`config.mk`:
```
export PLATFORM = sky130hd
export DESIGN_NAME = psio_core_end_flat
export DESIGN_NICKNAME = d
export VERILOG_FILES = /design/src/psio_pkg.sv /design/src/psio_if.sv /design/src/psio_core_end.sv /design/src/flat_wrapper.sv
export VERILOG_INCLUDE_DIRS = /design/src
export SDC_FILE = /design/constraint.sdc
export NUM_CORES = 1
export LEC_CHECK = 0
export CORE_MARGIN = 5
export CORE_UTILIZATION = 56
export DETAILED_ROUTE_END_ITERATION = 16
export DONT_BUFFER_PORTS = 1
export PLACE_DENSITY = 0.74
export REMOVE_ABC_BUFFERS = 1
export SLEW_MARGIN = 10
export SYNTH_ARGS = -nofsm -noshare
export SYNTH_HDL_FRONTEND = slang
export SYNTH_SLANG_ARGS = --single-unit
```
`constraint.sdc`:
```
create_clock -name clock -period 1.2 [get_ports clock]
set_clock_uncertainty 0.05 [all_clocks]
set_input_delay 0.12 -clock clock [delete_from_list [all_inputs] [get_ports clock]]
set_output_delay 0.12 -clock clock [all_outputs]
set_load 0.01 [all_outputs]
```
`src/psio_defines.svh`:
```
// constants for the single-cycle i/o port between core and user logic
`ifndef PSIO_DEFINES_SVH
`define PSIO_DEFINES_SVH
`define PSIO_ADDR_W 12
`define PSIO_DATA_W 32
`define PSIO_LED_W 4
`define PSIO_BTN_W 4
`define PSIO_LED_ADDR 12'h000
`define PSIO_BTN_ADDR 12'h001
`define PSIO_ZERO_WORD 32'h00000000
`define PSIO_ZERO_ADDR 12'h000
`endif

```
`src/psio_pkg.sv`:
```
// types shared by both ends of the single-cycle i/o port
package psio_pkg;
    typedef enum logic [1:0] {
        PSIO_IDLE = 2'b00,
        PSIO_WAIT = 2'b01
    } psio_rd_state_t;
endpackage

```
`src/psio_if.sv`:
```
// interface joining the core end and the user-logic end
`timescale 1ns/1ps
`default_nettype none
`include "psio_defines.svh"
interface psio_if (
    input wire logic local_iface_clock
);
    logic single_read_strobe;
    logic [`PSIO_ADDR_W-1:0] single_read_addr;
    logic [`PSIO_DATA_W-1:0] single_read_word;
    logic single_read_valid;
    logic single_write_strobe;
    logic [`PSIO_ADDR_W-1:0] single_write_addr;
    logic [`PSIO_DATA_W-1:0] single_write_data;

    modport core (
        input local_iface_clock,
        output single_read_strobe,
        output single_read_addr,
        input single_read_word,
        input single_read_valid,
        output single_write_strobe,
        output single_write_addr,
        output single_write_data
    );
    modport user (
        input local_iface_clock,
        input single_read_strobe,
        input single_read_addr,
        output single_read_word,
        output single_read_valid,
        input single_write_strobe,
        input single_write_addr,
        input single_write_data
    );
endinterface
`default_nettype wire

```
`src/psio_core_end.sv`:
```
// core end: turns host requests into single-cycle strobed word accesses
// Function
// - read strobe with word address
// - user returns word with valid
// - write strobe with word address
// - core drives write word, user stores
// - write strobe, address, data leave in the same cycle
// - read address twelve bits, word units
// - write address twelve bits, word units
// - everything on core local clock
// - user drives leds, returns buttons
`timescale 1ns/1ps
`default_nettype none
`include "psio_defines.svh"
module psio_core_end
    import psio_pkg::*;
#(
    // word address and data widths
    parameter int ADDR_W = `PSIO_ADDR_W,
    parameter int DATA_W = `PSIO_DATA_W
)
(
    // clock and reset
    input wire logic clock,
    input wire logic reset_n,
    // link toward user logic
    psio_if.core link,
    // host read request side
    input wire logic host_rd_req,
    input wire logic [ADDR_W-1:0] host_rd_addr,
    output logic host_rd_busy,
    output logic host_rd_done,
    output logic [DATA_W-1:0] host_rd_word,
    // host write request side
    input wire logic host_wr_req,
    input wire logic [ADDR_W-1:0] host_wr_addr,
    input wire logic [DATA_W-1:0] host_wr_data
);
    // sequencer state and host busy flag
    psio_rd_state_t state_r, state_nxt;
    logic busy_r, busy_nxt;

    // read strobe and word address toward user logic
    logic rd_stb_r, rd_stb_nxt;
    logic [ADDR_W-1:0] rd_addr_r, rd_addr_nxt;

    // done pulse toward the host
    logic done_r, done_nxt;

    // answer word held for the host
    logic [DATA_W-1:0] word_r, word_nxt;

    // write strobe toward user logic
    logic wr_stb_r, wr_stb_nxt;

    // write address and data toward user logic
    logic [ADDR_W-1:0] wr_addr_r, wr_addr_nxt;
    logic [DATA_W-1:0] wr_data_r, wr_data_nxt;
    // read events decoded from state and link
    logic rd_take;
    logic rd_answer;

    // link outputs straight from flops
    assign link.single_read_strobe = rd_stb_r;
    assign link.single_read_addr = rd_addr_r;
    assign link.single_write_strobe = wr_stb_r;
    assign link.single_write_addr = wr_addr_r;
    assign link.single_write_data = wr_data_r;
    // host outputs straight from flops
    assign host_rd_busy = busy_r;
    assign host_rd_done = done_r;
    assign host_rd_word = word_r;

    // a read is taken only while idle, answered only while waiting
    always_comb begin
        rd_take = 1'b0;
        rd_answer = 1'b0;
        case (state_r)
            PSIO_IDLE: begin
                rd_take = host_rd_req;
            end
            PSIO_WAIT: begin
                rd_answer = link.single_read_valid;
            end
            default: begin
                rd_answer = 1'b0;
            end
        endcase
    end

    // sequencer: busy rises with the strobe, falls with done
    always_comb begin
        state_nxt = state_r;
        busy_nxt = busy_r;
        case (state_r)
            PSIO_IDLE: begin
                if (rd_take) begin
                    state_nxt = PSIO_WAIT;
                    busy_nxt = 1'b1;
                end
            end
            PSIO_WAIT: begin
                if (rd_answer) begin
                    state_nxt = PSIO_IDLE;
                    busy_nxt = 1'b0;
                end
            end
            default: begin
                state_nxt = PSIO_IDLE;
                busy_nxt = 1'b0;
            end
        endcase
    end

    // sequencer registers
    always_ff @(posedge clock or negedge reset_n) begin
        if (!reset_n) begin
            state_r <= PSIO_IDLE;
            busy_r <= 1'b0;
        end else begin
            state_r <= state_nxt;
            busy_r <= busy_nxt;
        end
    end

    // read strobe one cycle, address held until next read
    always_comb begin
        rd_stb_nxt = rd_take;
        rd_addr_nxt = rd_addr_r;
        if (rd_take) begin
            rd_addr_nxt = host_rd_addr;
        end
    end

    // read request registers
    always_ff @(posedge clock or negedge reset_n) begin
        if (!reset_n) begin
            rd_stb_r <= 1'b0;
            rd_addr_r <= '0;
        end else begin
            rd_stb_r <= rd_stb_nxt;
            rd_addr_r <= rd_addr_nxt;
        end
    end

    // one done pulse per answered read
    always_comb begin
        done_nxt = rd_answer;
    end

    // done register
    always_ff @(posedge clock or negedge reset_n) begin
        if (!reset_n) begin
            done_r <= 1'b0;
        end else begin
            done_r <= done_nxt;
        end
    end

    // answer word taken with valid, held until the next answer
    always_comb begin
        word_nxt = word_r;
        if (rd_answer) begin
            word_nxt = link.single_read_word;
        end
    end

    // answer word register
    always_ff @(posedge clock or negedge reset_n) begin
        if (!reset_n) begin
            word_r <= '0;
        end else begin
            word_r <= word_nxt;
        end
    end

    // one write strobe per host write cycle
    always_comb begin
        wr_stb_nxt = host_wr_req;
    end

    // write strobe register
    always_ff @(posedge clock or negedge reset_n) begin
        if (!reset_n) begin
            wr_stb_r <= 1'b0;
        end else begin
            wr_stb_r <= wr_stb_nxt;
        end
    end

    // address and data leave with the strobe, held until next write
    always_comb begin
        wr_addr_nxt = wr_addr_r;
        wr_data_nxt = wr_data_r;
        if (host_wr_req) begin
            wr_addr_nxt = host_wr_addr;
            wr_data_nxt = host_wr_data;
        end
    end

    // write payload registers
    always_ff @(posedge clock or negedge reset_n) begin
        if (!reset_n) begin
            wr_addr_r <= '0;
            wr_data_r <= '0;
        end else begin
            wr_addr_r <= wr_addr_nxt;
            wr_data_r <= wr_data_nxt;
        end
    end
endmodule
`default_nettype wire

```
`src/flat_wrapper.sv`:
```
// flat-port wrapper written by rule: the top's interface ports become plain ports
module psio_core_end_flat import psio_pkg::*;
#(
                                   
    parameter int ADDR_W = `PSIO_ADDR_W,
    parameter int DATA_W = `PSIO_DATA_W
)
  (clock, reset_n, host_rd_req, host_rd_addr, host_rd_busy, host_rd_done, host_rd_word, host_wr_req, host_wr_addr, host_wr_data, local_iface_clock, link_single_read_strobe, link_single_read_addr, link_single_read_word, link_single_read_valid, link_single_write_strobe, link_single_write_addr, link_single_write_data);
  psio_if link_i (.local_iface_clock(local_iface_clock));
  input wire logic clock;
  input wire logic reset_n;
  input wire logic host_rd_req;
  input wire logic [ADDR_W-1:0] host_rd_addr;
  output logic host_rd_busy;
  output logic host_rd_done;
  output logic [DATA_W-1:0] host_rd_word;
  input wire logic host_wr_req;
  input wire logic [ADDR_W-1:0] host_wr_addr;
  input wire logic [DATA_W-1:0] host_wr_data;
  input wire logic local_iface_clock;
  output wire logic [$bits(link_i.single_read_strobe)-1:0] link_single_read_strobe;
  output wire logic [$bits(link_i.single_read_addr)-1:0] link_single_read_addr;
  input wire logic [$bits(link_i.single_read_word)-1:0] link_single_read_word;
  input wire logic [$bits(link_i.single_read_valid)-1:0] link_single_read_valid;
  output wire logic [$bits(link_i.single_write_strobe)-1:0] link_single_write_strobe;
  output wire logic [$bits(link_i.single_write_addr)-1:0] link_single_write_addr;
  output wire logic [$bits(link_i.single_write_data)-1:0] link_single_write_data;
  assign link_single_read_strobe = link_i.single_read_strobe;
  assign link_single_read_addr = link_i.single_read_addr;
  assign link_i.single_read_word = link_single_read_word;
  assign link_i.single_read_valid = link_single_read_valid;
  assign link_single_write_strobe = link_i.single_write_strobe;
  assign link_single_write_addr = link_i.single_write_addr;
  assign link_single_write_data = link_i.single_write_data;
  psio_core_end #(.ADDR_W(ADDR_W), .DATA_W(DATA_W)) u_core (.clock(clock), .reset_n(reset_n), .link(link_i), .host_rd_req(host_rd_req), .host_rd_addr(host_rd_addr), .host_rd_busy(host_rd_busy), .host_rd_done(host_rd_done), .host_rd_word(host_rd_word), .host_wr_req(host_wr_req), .host_wr_addr(host_wr_addr), .host_wr_data(host_wr_data));
endmodule
```
==> impl_metrics.yaml <==
power:
  p_total_uw: 7780
  p_leak_uw: 0.00219
  power.density_mw_per_mm2: 1610
  vdd_drop_max_v: 0.00117
status:
  status: "complete, but fails checks"
  violations: "hold timing, setup timing"
routing:
  routed_wl_mm: 9.22
  viasPerCell: 5.49
  first_pass_iters: 4
  via_count: 2035
  drt_iter0_drc: 42
  drc: 0
  ant_nets: 0
  post_drt_wl_per_cell_um: 24.8
global_route:
  antenna_found_initial: 0
  grt_overflow: 0
  grt_pass1_wl_mm: 13.0
  grt_pass1_vias: 2393
  grtUsageTotal_pct: 22.8
  grt_start_max_net_pins: 93
layout:
  final_util_pct: 80.7
  nets: 385
  drive_gt1_share_pct: 37.8
  final_cells: 371
  syn2layout_area_growth_pct: 38.5
  final_cell_mix: "dfrtp_1 (91), dlygate4sd3_1 (89), mux2_4 (44), mux2_2 (44), clkbuf_8 (10)"
  mostFrequentLayoutCell: "dfrtp_1"
  diodes: 0
cts:
  cts_tree: "done"
  htreeDepth: 3
  clkLatencyLatePin_ps: 340
  cts_root_buffer: "clkbuf_8"
  cts_hold_buf: 89
  cts_sinks: 92
  post_cts_buffers: 0
  cts_buffer_depth: 2
  clkTransAtPathRegs_ps: 80
  cts_made_buffers: 9
sta:
  slew_headroom_pct: 87.3
  fin_hold_ws_ps: -591
  setup_viol: 45
  rsz0062_at_grt: "true"
  fmax_mhz: 790
  layout_setup_ws_ps: -66.3
  min_period_ps: 1270
  hold_viol: 137
  fin_crit_sh_pct: 106
  slew_violations: 0
  worst_pin_slew_ps: 191
min_path:
  hold_class: "in -> async"
logic_synthesis:
  yosys.area.top_type: "dfrtp_1"
  yosysSeqAreaShare_pct: 65.9
  yosysUniqueCellTypes: 11
  netlist.area_leader.share_pct: 65.9
  syn_avg_cell_area_um2: 18.1
  netlist_area_mm2: 0.00349
  synth.area.top_cells: "dfrtp_1 (66%), mux2_2 (16%), mux2_4 (12%)"
  synthCells: 193
  ys_warn_count: 0
  ys_seq_elements: 92
job:
  maxCapViolations: 0
placed_design:
  globalplace.congestion: 0.705
  dp.cells: 263
  port-buffer-count: 0
  dp_hpwl_mm: 5.09
  dpl_worst_slack_ps: -99.4
floorplan:
  fp-row-count: 28
  core_mm2: 0.00599
  pin_count: 186
  start_util_pct: 58.3
  die_h_um: 89.0
  chipWidth_um: 89.0
  fp.dieArea_mm2: 0.00791
worst_setup_path:
  end_kind: "flip-flop"
  cp_max_fo: 8
  start_kind: "flip-flop"
  cp.required_ps: 1380
  crit_arrival_ps: 1450
  critPathKind: "reg -> reg"
==> flip-flops by register name (all words and copies together) (netlist names) <==
signal                           cells
u_core.link.single_read_strobe       1
u_core.host_rd_busy                  1
u_core.host_rd_word                 32
u_core.link.single_write_data       32
u_core.link.single_write_strobe      1
u_core.link.single_read_addr        12
u_core.host_rd_done                  1
u_core.link.single_write_addr       12
==> report_power, final <==
| part | switching, uW | internal (uW) | leakage, uW |
|---|---|---|---|
| combinational | 333 | 917 | 0.00101 |
| sequential | 691 | 3610 | 0.00108 |
| clock | 1000 | 1230 | 0.000107 |
| total | 2030 | 5760 | 0.00219 |
==> cell usage after synthesis <==
library cell	n
buf_2	5
buf_4	1
buf_6	3
dfrtp_1	92
inv_1	1
mux2_1	9
mux2_2	51
mux2_4	28
nand2_2	1
nor2b_2	1
o21a_1	1
==> critical path, stage by stage, from the launching register on <==
cell       delay, ps
dfrtp_2          450
nand2_4          160
clkbuf_16        200
mux2_4           300
==> logic make-up (layout without fill, tap and decap cells) <==
| logic type | Yosys count | after routing | synth area share [%] |
|---|---|---|---|
| flops | 92 | 92 | 65.9 |
| compound gates | 1 | 1 | 0.215 |
| buf+inv | 10 | 113 | 2.01 |
| simple gates | 2 | 2 | 0.430 |
| mux | 88 | 88 | 31.4 |
==> final timing paths <==
| kind | start | end | slack [ps] | cells past startpoint |
|---|---|---|---|---|
| max in group asynchronous | reset_n | u_core.host_rd_busy | 1570 | 0 |
| worst max-delay path | u_core.host_rd_busy | u_core.host_rd_word[29] | -70 | 3 |
| worst max register to register | u_core.host_rd_busy | u_core.host_rd_word[29] | -70 | 3 |
| min in group clock | host_wr_req | u_core.link.single_write_strobe | -240 | 0 |
| worst min register to register | u_core.link.single_write_addr[0] | u_core.link.single_write_addr[0] | 540 | 1 |
| worst min-delay path | reset_n | u_core.link.single_write_data[29] | -590 | 0 |
==> routing by layer <==
metal / vias to the layer above / global-route usage, % / share of wire, %
li1: 868 / - / -
met1: 1030 / 22.7 / 33
met2: 124 / 43.0 / 54
met3: 13 / 8.85 / 12
met4: 0 / 7.85 / 1.4
met5: - / 0 / 0
==> area by class of cell <==
cell class	count	area [um^2]
Timing Repair Buffer	96	1030
Inverter	1	3.75
Clock inverter	4	72.6
Fill cell	284	1160
Tap cell	75	93.8
Multi-Input combinational cell	91	1190
Clock buffer	12	145
Sequential cell	92	2300
==> per-stage QoR <==
stage	TNS (ps)	hold slack, ps	cell area, um^2
4_1_cts	-1780	-606	4760
5_1_grt	-3580	-614	4830
6_report	-1770	-591	4830
2_1_floorplan	-15540	-226	3420
3_3_place_gp	-449	-223	3570
3_5_place_dp	-2020	-224	3570
==> timing repair <==
action	4_1_cts	5_1_grt
gates resized for setup	9	12
cloned	2	1
endpoints found under the setup margin	45	45
endpoints found under the hold margin	182	137
Power figures use the tool's default switching activity.
